**config.mk**
```make
export PLATFORM = sky130hd
export DESIGN_NAME = sbu_i2c
export DESIGN_NICKNAME = d
export VERILOG_FILES = /design/src/rtl/sbu_i2c.v
export VERILOG_INCLUDE_DIRS = /design/src /design/src/rtl
export SDC_FILE = /design/constraint.sdc
export NUM_CORES = 1
export LEC_CHECK = 0
export BUFFER_PORTS_ARGS = -buffer_cell sky130_fd_sc_hd__buf_2
export CAP_MARGIN = 20
export CORE_ASPECT_RATIO = 1.4
export CORE_UTILIZATION = 64
export CTS_CLUSTER_DIAMETER = 120
export CTS_CLUSTER_SIZE = 28
export DETAILED_ROUTE_END_ITERATION = 10
export MAX_ROUTING_LAYER = met4
export PLACE_DENSITY_LB_ADDON = 0.12
export SKIP_LAST_GASP = 1
export SYNTH_ARGS = -nofsm -noshare
export SYNTH_HDL_FRONTEND = slang
export SYNTH_SLANG_ARGS = --single-unit
```
**constraint.sdc**
```tcl
create_clock -name pclk -period 13.7 [get_ports pclk]
set_input_delay 0 -clock pclk [delete_from_list [all_inputs] [get_ports pclk]]
set_output_delay 0 -clock pclk [all_outputs]
set_load 0.05 [all_outputs]
```
**src/rtl/sbu_defs.vh**
```
// sbu_defs.vh - constants for the serial bus unit control core
// assumes a 100 MHz pclk and a 32-bit apb register bus
`ifndef SBU_DEFS_VH
`define SBU_DEFS_VH
// --------------------------------------------------------------
// register byte offsets
// --------------------------------------------------------------
`define SBU_OFS_CTL1   8'h00
`define SBU_OFS_CTL2   8'h04
`define SBU_OFS_BUF    8'h08
`define SBU_OFS_ADR    8'h0c
// --------------------------------------------------------------
// field positions
// --------------------------------------------------------------
`define SBU_C1_BC      7:5
`define SBU_C1_ACK     4
`define SBU_C1_SCK     2:0
`define SBU_C2_MST     7
`define SBU_C2_TRX     6
`define SBU_C2_BB      5
`define SBU_C2_PIN     4
`define SBU_C2_MODE    3:2
`define SBU_C2_SWR     1:0
`define SBU_AR_SA      7:1
`define SBU_AR_ALS     0
// --------------------------------------------------------------
// codes and reset values
// --------------------------------------------------------------
`define SBU_MODE_BUS   2'b10
`define SBU_SWR_ARM    2'b10
`define SBU_SWR_FIRE   2'b01
`define SBU_BC_FULL    3'h0
`define SBU_NB_FULL    4'h8
`define SBU_GCALL      8'h00
`define SBU_PIN_RST    1'b1
`define SBU_PAD24      24'h000000
// --------------------------------------------------------------
// serial clock timing
// --------------------------------------------------------------
`define SBU_CLK_NS     10
`define SBU_TLOW_NS    1300
`define SBU_THIGH_NS   1200
`endif

```
**src/rtl/sbu_i2c.v**
```verilog
// sbu_i2c.v - two-wire serial bus control core, master or slave,
// apb register slave, open-drain scl/sda as in/out/oe triples.
// assumes pclk 100 MHz; scl/sda arrive asynchronously.
// Function
// - msb first out, receive right aligned
// - separate transmit and receive byte storage
// - own address bits 7-1, format bit 0
// - free data: master sends, slave receives
// - address 0x00 matches start byte 0x01
// - clock select sets master scl rate
// - scl fall restarts low count, drive low
// - high count waits for scl high
// - high count done drives scl low
// - ack mode adds ack clock, receiver acks
// - slave acknowledges general call address
// - no ack mode: slave still counts ack
// - start forces bit count to 000
// - free data: no address recognition
// - transmit select 1 sends, 0 receives
// - addressed slave loads direction into transmit
// - acked master inverts direction into transmit
// - stop or lost clears transmit select; in free data only a start on a busy bus clears it
// - stop or lost clears master select
// - start write sends buffered address byte
// - pending low holds scl until access
// - soft reset code 10 then 01
//
// Design decisions made here: the register offsets and the APB slave port.
`timescale 1ns/1ps
`include "sbu_defs.vh"
module sbu_i2c #(
  parameter TLOW_CYC  = (`SBU_TLOW_NS + `SBU_CLK_NS - 1) / `SBU_CLK_NS,
  parameter THIGH_CYC = (`SBU_THIGH_NS + `SBU_CLK_NS - 1) / `SBU_CLK_NS,
  parameter CW        = 16
) (
  input  wire        pclk,
  input  wire        presetn,
  input  wire        psel,
  input  wire        penable,
  input  wire        pwrite,
  input  wire [7:0]  paddr,
  input  wire [31:0] pwdata,
  output wire [31:0] prdata,
  output wire        pready,
  output wire        pslverr,
  input  wire        scl_in,
  output wire        scl_out,
  output wire        scl_oe,
  input  wire        sda_in,
  output wire        sda_out,
  output wire        sda_oe
);
  localparam [4:0] ST_IDLE  = 5'h01;
  localparam [4:0] ST_START = 5'h02;
  localparam [4:0] ST_BITS  = 5'h04;
  localparam [4:0] ST_HOLD  = 5'h08;
  localparam [4:0] ST_STOP  = 5'h10;
  localparam [31:0]   TLOW_W  = TLOW_CYC;
  localparam [31:0]   THIGH_W = THIGH_CYC;
  localparam [CW-1:0] TLOW_B  = TLOW_W[CW-1:0];
  localparam [CW-1:0] THIGH_B = THIGH_W[CW-1:0];

  reg  [2:0]    bc_ff;
  reg           ack_ff;
  reg  [2:0]    sck_ff;
  reg  [6:0]    sa_ff;
  reg           als_ff;
  reg  [7:0]    tx_ff;
  reg  [7:0]    rx_ff;
  reg           mst_ff;
  reg           trx_ff;
  reg           bb_ff;
  reg           pin_ff;
  reg           al_ff;
  reg           aas_ff;
  reg           ado_ff;
  reg           lrb_ff;
  reg  [1:0]    mode_ff;
  reg  [4:0]    state_ff;
  reg  [3:0]    cnt_ff;
  reg           pre_ff;
  reg           first_ff;
  reg  [7:0]    txsh_ff;
  reg           scl_low_ff;
  reg           sda_oe_ff;
  reg  [CW-1:0] tcnt_ff;
  reg  [31:0]   prdata_ff;
  reg           arm_ff;
  reg           swr_ff;
  reg  [2:0]    scl_sy_ff;
  reg  [2:0]    sda_sy_ff;

  // --------------------------------------------------------------
  // decode and bus conditions
  // --------------------------------------------------------------
  function is_ofs;
    input [7:0] a;
    input [7:0] o;
    begin
      is_ofs = (a == o);
    end
  endfunction

  wire mapped  = is_ofs(paddr, `SBU_OFS_CTL1) | is_ofs(paddr, `SBU_OFS_CTL2)
               | is_ofs(paddr, `SBU_OFS_BUF) | is_ofs(paddr, `SBU_OFS_ADR);
  wire acc     = psel & penable & mapped;
  wire wr      = acc & pwrite;
  wire c1_wr   = wr & is_ofs(paddr, `SBU_OFS_CTL1);
  wire c2_wr   = wr & is_ofs(paddr, `SBU_OFS_CTL2);
  wire ar_wr   = wr & is_ofs(paddr, `SBU_OFS_ADR);
  wire buf_acc = acc & is_ofs(paddr, `SBU_OFS_BUF);
  wire start_req = c2_wr & pwdata[`SBU_C2_MST] & pwdata[`SBU_C2_TRX]
                 & pwdata[`SBU_C2_BB] & pwdata[`SBU_C2_PIN];
  wire stop_req  = c2_wr & pwdata[`SBU_C2_MST] & pwdata[`SBU_C2_TRX]
                 & ~pwdata[`SBU_C2_BB] & pwdata[`SBU_C2_PIN];
  wire en      = (mode_ff == `SBU_MODE_BUS);
  wire rst_n   = presetn & ~swr_ff;

  wire scl_s   = scl_sy_ff[1];
  wire sda_s   = sda_sy_ff[1];
  wire scl_rise = scl_s & ~scl_sy_ff[2];
  wire scl_fall = ~scl_s & scl_sy_ff[2];
  wire start_det = ~sda_s & sda_sy_ff[2] & scl_s;
  wire stop_det  = sda_s & ~sda_sy_ff[2] & scl_s;

  wire       tx_eff = als_ff ? mst_ff : trx_ff;
  wire [3:0] nbits  = (bc_ff == `SBU_BC_FULL) ? `SBU_NB_FULL : {1'b0, bc_ff};
  wire [3:0] total  = nbits + {3'h0, ack_ff | ~mst_ff};
  wire [3:0] cnt_n  = cnt_ff + 4'h1;
  // zero address also hits start byte
  wire       hit    = (rx_ff[7:1] == sa_ff);
  wire       gcall  = (rx_ff == `SBU_GCALL);
  // low and high counts per select
  wire [CW-1:0] tlow  = TLOW_B << sck_ff;
  wire [CW-1:0] thigh = THIGH_B << sck_ff;

  // --------------------------------------------------------------
  // pin synchronisers
  // --------------------------------------------------------------
  always @(posedge pclk or negedge presetn) begin
    if (!presetn) begin
      scl_sy_ff <= 3'h7;
      sda_sy_ff <= 3'h7;
    end else begin
      scl_sy_ff <= {scl_sy_ff[1:0], scl_in};
      sda_sy_ff <= {sda_sy_ff[1:0], sda_in};
    end
  end

  // --------------------------------------------------------------
  // soft reset sequencer
  // --------------------------------------------------------------
  always @(posedge pclk or negedge presetn) begin
    if (!presetn) begin
      arm_ff <= 1'b0;
      swr_ff <= 1'b0;
    end else begin
      swr_ff <= 1'b0;
      // arm on 10, fire on 01
      if (c2_wr && pwdata[`SBU_C2_MODE] == `SBU_MODE_BUS) begin
        if (pwdata[`SBU_C2_SWR] == `SBU_SWR_ARM) begin
          arm_ff <= 1'b1;
        end else if (pwdata[`SBU_C2_SWR] == `SBU_SWR_FIRE && arm_ff) begin
          arm_ff <= 1'b0;
          swr_ff <= 1'b1;
        end else begin
          arm_ff <= 1'b0;
        end
      end else if (c2_wr) begin
        arm_ff <= 1'b0;
      end
    end
  end

  // --------------------------------------------------------------
  // registers and bus engine
  // --------------------------------------------------------------
  always @(posedge pclk or negedge rst_n) begin
    if (!rst_n) begin
      bc_ff      <= 3'h0;
      ack_ff     <= 1'b0;
      sck_ff     <= 3'h0;
      sa_ff      <= 7'h00;
      als_ff     <= 1'b0;
      tx_ff      <= 8'h00;
      rx_ff      <= 8'h00;
      mst_ff     <= 1'b0;
      trx_ff     <= 1'b0;
      bb_ff      <= 1'b0;
      pin_ff     <= `SBU_PIN_RST;
      al_ff      <= 1'b0;
      aas_ff     <= 1'b0;
      ado_ff     <= 1'b0;
      lrb_ff     <= 1'b0;
      mode_ff    <= 2'h0;
      state_ff   <= ST_IDLE;
      cnt_ff     <= 4'h0;
      pre_ff     <= 1'b0;
      first_ff   <= 1'b0;
      txsh_ff    <= 8'h00;
      scl_low_ff <= 1'b0;
      sda_oe_ff  <= 1'b0;
      tcnt_ff    <= {CW{1'b0}};
    end else begin
      if (c1_wr) begin
        bc_ff  <= pwdata[`SBU_C1_BC];
        ack_ff <= pwdata[`SBU_C1_ACK];
        sck_ff <= pwdata[`SBU_C1_SCK];
      end
      if (ar_wr) begin
        sa_ff  <= pwdata[`SBU_AR_SA];
        als_ff <= pwdata[`SBU_AR_ALS];
      end
      if (buf_acc && pwrite) begin
        tx_ff <= pwdata[7:0];
      end
      if (buf_acc) begin
        pin_ff <= 1'b1;
        al_ff  <= 1'b0;
        aas_ff <= 1'b0;
      end
      if (c2_wr) begin
        mode_ff <= pwdata[`SBU_C2_MODE];
        al_ff   <= 1'b0;
        mst_ff  <= pwdata[`SBU_C2_MST];
        trx_ff  <= pwdata[`SBU_C2_TRX];
        if (pwdata[`SBU_C2_PIN]) begin
          pin_ff <= 1'b1;
        end
        if (start_req && en) begin
          if (bb_ff) begin
            al_ff  <= 1'b1;
            mst_ff <= 1'b0;
            trx_ff <= 1'b0;
          end else begin
            state_ff  <= ST_START;
            sda_oe_ff <= 1'b1;
            tcnt_ff   <= {CW{1'b0}};
          end
        end else if (stop_req && en && mst_ff) begin
          state_ff   <= ST_STOP;
          sda_oe_ff  <= 1'b1;
          scl_low_ff <= 1'b1;
          tcnt_ff    <= {CW{1'b0}};
        end
      end

      if (!en) begin
        state_ff   <= ST_IDLE;
        scl_low_ff <= 1'b0;
        sda_oe_ff  <= 1'b0;
      end else begin
        // master clock generation while shifting
        if (mst_ff && state_ff == ST_BITS) begin
          if (scl_low_ff) begin
            if (tcnt_ff >= tlow) begin
              scl_low_ff <= 1'b0;
              tcnt_ff    <= {CW{1'b0}};
            end else begin
              tcnt_ff <= tcnt_ff + 1'b1;
            end
          end else if (scl_fall) begin
            scl_low_ff <= 1'b1;
            tcnt_ff    <= {CW{1'b0}};
          end else if (!scl_s) begin
            tcnt_ff <= {CW{1'b0}};
          end else if (tcnt_ff >= thigh) begin
            scl_low_ff <= 1'b1;
            tcnt_ff    <= {CW{1'b0}};
          end else begin
            tcnt_ff <= tcnt_ff + 1'b1;
          end
        end

        case (state_ff)
          ST_IDLE: begin
            scl_low_ff <= 1'b0;
          end
          ST_START: begin
            if (tcnt_ff >= thigh) begin
              scl_low_ff <= 1'b1;
              tcnt_ff    <= {CW{1'b0}};
              state_ff   <= ST_BITS;
            end else begin
              tcnt_ff <= tcnt_ff + 1'b1;
            end
          end
          ST_BITS: begin
            if (scl_rise) begin
              lrb_ff <= sda_s;
              if (cnt_ff < nbits) begin
                rx_ff <= {rx_ff[6:0], sda_s};
                if (mst_ff && tx_eff && !sda_oe_ff && !sda_s) begin
                  al_ff      <= 1'b1;
                  mst_ff     <= 1'b0;
                  scl_low_ff <= 1'b0;
                  if (!als_ff) begin
                    trx_ff <= 1'b0;
                  end
                end
              end else if (mst_ff && first_ff && !als_ff && !sda_s) begin
                trx_ff <= ~tx_ff[0];
              end
            end
            if (scl_fall) begin
              if (pre_ff) begin
                pre_ff    <= 1'b0;
                txsh_ff   <= tx_ff;
                sda_oe_ff <= tx_eff & ~tx_ff[7];
              end else begin
                cnt_ff <= cnt_n;
                if (cnt_n == total) begin
                  state_ff   <= ST_HOLD;
                  pin_ff     <= 1'b0;
                  scl_low_ff <= 1'b1;
                  sda_oe_ff  <= 1'b0;
                  first_ff   <= 1'b0;
                end else if (cnt_n == nbits) begin
                  if (first_ff && !mst_ff && !als_ff) begin
                    if (hit || gcall) begin
                      aas_ff    <= 1'b1;
                      ado_ff    <= gcall;
                      trx_ff    <= rx_ff[0];
                      sda_oe_ff <= 1'b1;
                    end else begin
                      state_ff  <= ST_IDLE;
                      sda_oe_ff <= 1'b0;
                    end
                  end else begin
                    if (first_ff && als_ff && !mst_ff) begin
                      aas_ff <= 1'b1;
                    end
                    sda_oe_ff <= ~tx_eff & ack_ff;
                  end
                end else begin
                  txsh_ff   <= {txsh_ff[6:0], 1'b0};
                  sda_oe_ff <= tx_eff & ~txsh_ff[6];
                end
              end
            end
          end
          ST_HOLD: begin
            if (pin_ff) begin
              state_ff   <= ST_BITS;
              cnt_ff     <= 4'h0;
              txsh_ff    <= tx_ff;
              sda_oe_ff  <= tx_eff & ~tx_ff[7];
              scl_low_ff <= mst_ff;
              tcnt_ff    <= {CW{1'b0}};
            end else begin
              scl_low_ff <= 1'b1;
            end
          end
          ST_STOP: begin
            if (scl_low_ff) begin
              if (tcnt_ff >= tlow) begin
                scl_low_ff <= 1'b0;
                tcnt_ff    <= {CW{1'b0}};
              end else begin
                tcnt_ff <= tcnt_ff + 1'b1;
              end
            end else if (!scl_s) begin
              tcnt_ff <= {CW{1'b0}};
            end else if (tcnt_ff >= thigh) begin
              sda_oe_ff <= 1'b0;
              state_ff  <= ST_IDLE;
            end else begin
              tcnt_ff <= tcnt_ff + 1'b1;
            end
          end
          default: begin
            state_ff <= ST_IDLE;
          end
        endcase

        if (start_det) begin
          bc_ff    <= `SBU_BC_FULL;
          bb_ff    <= 1'b1;
          ado_ff   <= 1'b0;
          cnt_ff   <= 4'h0;
          pre_ff   <= 1'b1;
          first_ff <= 1'b1;
          if (state_ff != ST_START) begin
            state_ff <= ST_BITS;
          end
        end
        if (stop_det) begin
          bb_ff      <= 1'b0;
          mst_ff     <= 1'b0;
          ado_ff     <= 1'b0;
          state_ff   <= ST_IDLE;
          scl_low_ff <= 1'b0;
          sda_oe_ff  <= 1'b0;
          if (!als_ff) begin
            trx_ff <= 1'b0;
          end
        end
      end
    end
  end

  // --------------------------------------------------------------
  // apb read data, captured in the setup cycle
  // --------------------------------------------------------------
  always @(posedge pclk or negedge presetn) begin
    if (!presetn) begin
      prdata_ff <= 32'h00000000;
    end else if (psel && !penable && !pwrite) begin
      case (paddr)
        `SBU_OFS_CTL1: prdata_ff <= {`SBU_PAD24, bc_ff, ack_ff, 1'b0, sck_ff};
        `SBU_OFS_CTL2: prdata_ff <= {`SBU_PAD24, mst_ff, trx_ff, bb_ff,
                                     pin_ff, al_ff, aas_ff, ado_ff, lrb_ff};
        `SBU_OFS_BUF:  prdata_ff <= {`SBU_PAD24, rx_ff};
        `SBU_OFS_ADR:  prdata_ff <= {`SBU_PAD24, sa_ff, als_ff};
        default:       prdata_ff <= 32'h00000000;
      endcase
    end
  end

  assign prdata  = prdata_ff;
  assign pready  = 1'b1;
  assign pslverr = psel & penable & ~mapped;
  assign scl_out = 1'b0;
  assign sda_out = 1'b0;
  assign scl_oe  = scl_low_ff;
  assign sda_oe  = sda_oe_ff;

endmodule

```
==> results.md <==
* DIE AREA at 10700 um2
* Die Y at 122 um
* Outcome: finished clean
* Most used DFF post-synth: dfrtp_1
* Initial Utilization at 0.659
* GPL Wtd Cong at 0.926
* Post-synth top area cell: dfrtp_1
* Critical Path AT at 4640 ps
* IO Count at 85
* Post-route ant nets at 0
* Mean Syn Cell Area at 9.34 um2
* Fin nets at 815
* Placed Cells at 844
* Post-CTS setup buffer count at 0
* Final hold vios at 0
* Crit path kind: register to register
* Worst EP required at 13970 ps
* Largest net degree at the start of global routing at 41
* First DRT Iteration DRCs at 424
* Met2 GRT Util at 0.577
* Via count at 5518
* Met1 Resource Use GR at 0.384
* Filler Cells Inserted at 768
* DRC violations left at 0
* CTS buffer count at 9
* Pleak at 3.21 nW
* Mapped Area at 6560 um2
* Final wirelength at 16700 um
* Area share of the largest cell type after synthesis at 0.324
* Avg WL per Cell at 19.1 um
* Power per cell area at 84.4 nW/um2
* Post-synth EDFFs at 0
* Antenna diode count at 0
* Peak VDD IR at 0.0809 mV
* Hold Path Class: input pin to register
* Final setup violation count at 0
* Setup TNS at 0 ps
* Mapped Cells at 702
* Final core utilization at 0.716
* Synth warn at 0
* Num Clock Sinks at 93
* Cell Rows at 43
* Share of flip-flops with an asynchronous set or reset at 1.00
* Slew Limit Headroom at 0.338
* H-tree depth at 3
* CTS Root Cell: clkbuf_16
* Yosys reg bits at 93
* Setup crit start kind: register
* Routing usage on met3 at 0.0467
* CP endpoint kind: register
* Top cells by area, synth: dfrtp_1 (32%), ha_1 (6.9%), mux2_2 (5.7%)
* Clock slew at reported path FFs at 70 ps
* Layout cell share with drive strength beyond 1 at 0.170
* Post-DR vias/cell at 6.33
* Setup Skew at 11.9 ps
* Most Used Layer, Global Route: met2
* Least-Margin Pin Slew at 994 ps
* Tmin final at 4360 ps
* RSZ-0062 raised after global routing: false
* First-pass GRT wire length at 26800 um
* Final Cycle Share at 0.318
* Core area at 9950 um2
* Grt total ovfl at 0
* Worst-Skew Late Latency at 350 ps
* Final setup margin at 9340 ps
* Max-cap violations at 0
* First-pass DRT Iterations at 5
* Die W at 87.6 um
* GRT Total Usage at 0.341
* CP Max Fanout at 18
* Sequential area share after synthesis at 0.356
* Pre-CTS setup slack at 9410 ps
* Clock Path Buffers at 2
* Antenna violations before repair at 0
* Fmax at 0.229 GHz
* Unique masters post-synth at 77
* # resized after CTS at 0
* P&R area growth vs syn at 8.58%
* CTS tree: built
* Placed wire-length estimate at 12400 um
* Vias in the first global route at 5536
* IO Port Bufs at 33
* Non-Filler Instances at 872
* Fin. max-slew vios at 0
==> final cells by class <==
cell class / count / area, um2 / share of cell area
multi-input cells: 549 / 3880 / 0.545
inverters: 30 / 113 / 0.0158
flip-flops and latches: 93 / 2340 / 0.328
clock inverters: 7 / 65.1 / 0.00914
clock buffers: 9 / 225 / 0.0316
well taps: 135 / 169 / 0.0237
repair buffers: 49 / 333 / 0.0467
==> synth_stat cells (3+ instances only) <==
cell	instances
nor2b_1	13
and2_1	10
o31ai_1	6
buf_4	27
nand3b_1	3
ha_1	36
a211oi_1	8
or4_1	4
nor3_1	16
dfstp_2	8
mux2_4	7
o21ai_0	40
nand2b_1	12
buf_2	6
xor2_1	8
a22o_1	3
and3_1	7
nand3_1	42
inv_1	29
a211o_1	4
o22ai_1	5
a31oi_1	11
nor4b_1	3
nor4_1	8
mux2_2	33
mux2i_1	10
nand2_1	80
o21a_1	3
dfrtp_1	85
clkbuf_1	18
o211ai_1	3
mux4_2	7
xnor2_1	11
a21oi_1	23
nor2_1	40
a21o_1	5
or3_1	5
nand4_1	11
==> layout by cell type (no fill, tap or decap), types with 5 or more instances in the layout <==
cell / synthesis / routed
mux2_2: 33 / 33
o31ai_1: 6 / 6
buf_2: 6 / 33
xnor2_1: 11 / 11
and2_1: 10 / 10
clkbuf_16: 0 / 9
nand2_1: 80 / 80
a21oi_1: 23 / 23
dfstp_2: 8 / 8
mux4_2: 7 / 7
inv_1: 29 / 29
nor2b_1: 13 / 12
nand4_1: 11 / 11
ha_1: 36 / 36
mux2_4: 7 / 7
nand3_1: 42 / 42
nor2_1: 40 / 40
o21ai_0: 40 / 40
xor2_1: 8 / 8
a211oi_1: 8 / 8
dlygate4sd3_1: 0 / 11
nand2b_1: 12 / 12
nor3_1: 16 / 16
o22ai_1: 5 / 5
a31oi_1: 11 / 11
nor4_1: 8 / 8
dfrtp_1: 85 / 85
mux2i_1: 10 / 10
a21o_1: 5 / 5
and3_1: 7 / 7
or3_1: 5 / 5
conb_1: 2 / 27
==> through the flow <==
step / hold WS (ps) / area (um2) / total power [mW]
finish: 94.5 / 7120 / 0.601
global route: 118 / 7120 / 0.621
CTS: 98.9 / 7090 / 0.602
detailed placement: -59.3 / 6690 / 0.358
global placement: -76.0 / 6690 / 0.356
floorplan: -296 / 6650 / 0.349
==> state kept, by name, summed over array words and instances (netlist names), 4 cells and up <==
signal    cells
prdata        8
txsh_ff       7
rx_ff         8
tx_ff         8
cnt_ff        4
state_ff      5
sa_ff         7
tcnt_ff      16
==> logic make-up after synthesis <==
kind of cell,synth area share
flip-flops,0.356
AND/OR/NAND/NOR,0.214
multiplexers,0.112
XOR/XNOR,0.0324
AO/OA/AOI/OAI,0.148
buffers and inverters,0.0675
other,0.00115
adder cells (fa/ha/maj),0.0687
==> what timing repair did <==
item                                   4_1_cts  5_1_grt
setup endpoints to repair                    0        0
endpoints found under the hold margin       37        0
hold buffers                                11        0
==> where the power goes <==
part / internal [mW] / switching [mW]
logic: 0.0218 / 0.0461
registers: 0.280 / 0.00890
clock network: 0.127 / 0.117
total: 0.428 / 0.172
==> worst max-delay path, cell delays in order (launching register included) <==
cell and delay (ps):
dfrtp_1 530, clkinv_1 320, or3_1 480, ha_1 330, a2111o_1 410, o311ai_1 400
o211ai_1 450, o32ai_4 770, or4b_1 490, nand3_1 100
==> path summary, 6_finish.rpt <==
path,start,end,slack (ps),cells past startpoint
min,penable,prdata[1],90,4
min reg2reg,scl_sy_ff[0],scl_sy_ff[1],360,0
max in group asynchronous,presetn,pin_ff,12060,4
max reg2reg,sck_ff[2],tcnt_ff[12],9340,9
min in group asynchronous,presetn,prdata[0],100,2
max,sck_ff[2],tcnt_ff[12],9340,9
==> layer usage <==
layer  wire length (um)  share of wire  vias to the layer above
met3                717          0.043                       58
li1                   -              -                     2572
met4                785          0.047                        0
met5                  0              0                        -
met1               6430           0.39                     2682
met2               8750           0.52                      206
Note: power is estimated with default switching activity, not from simulation.
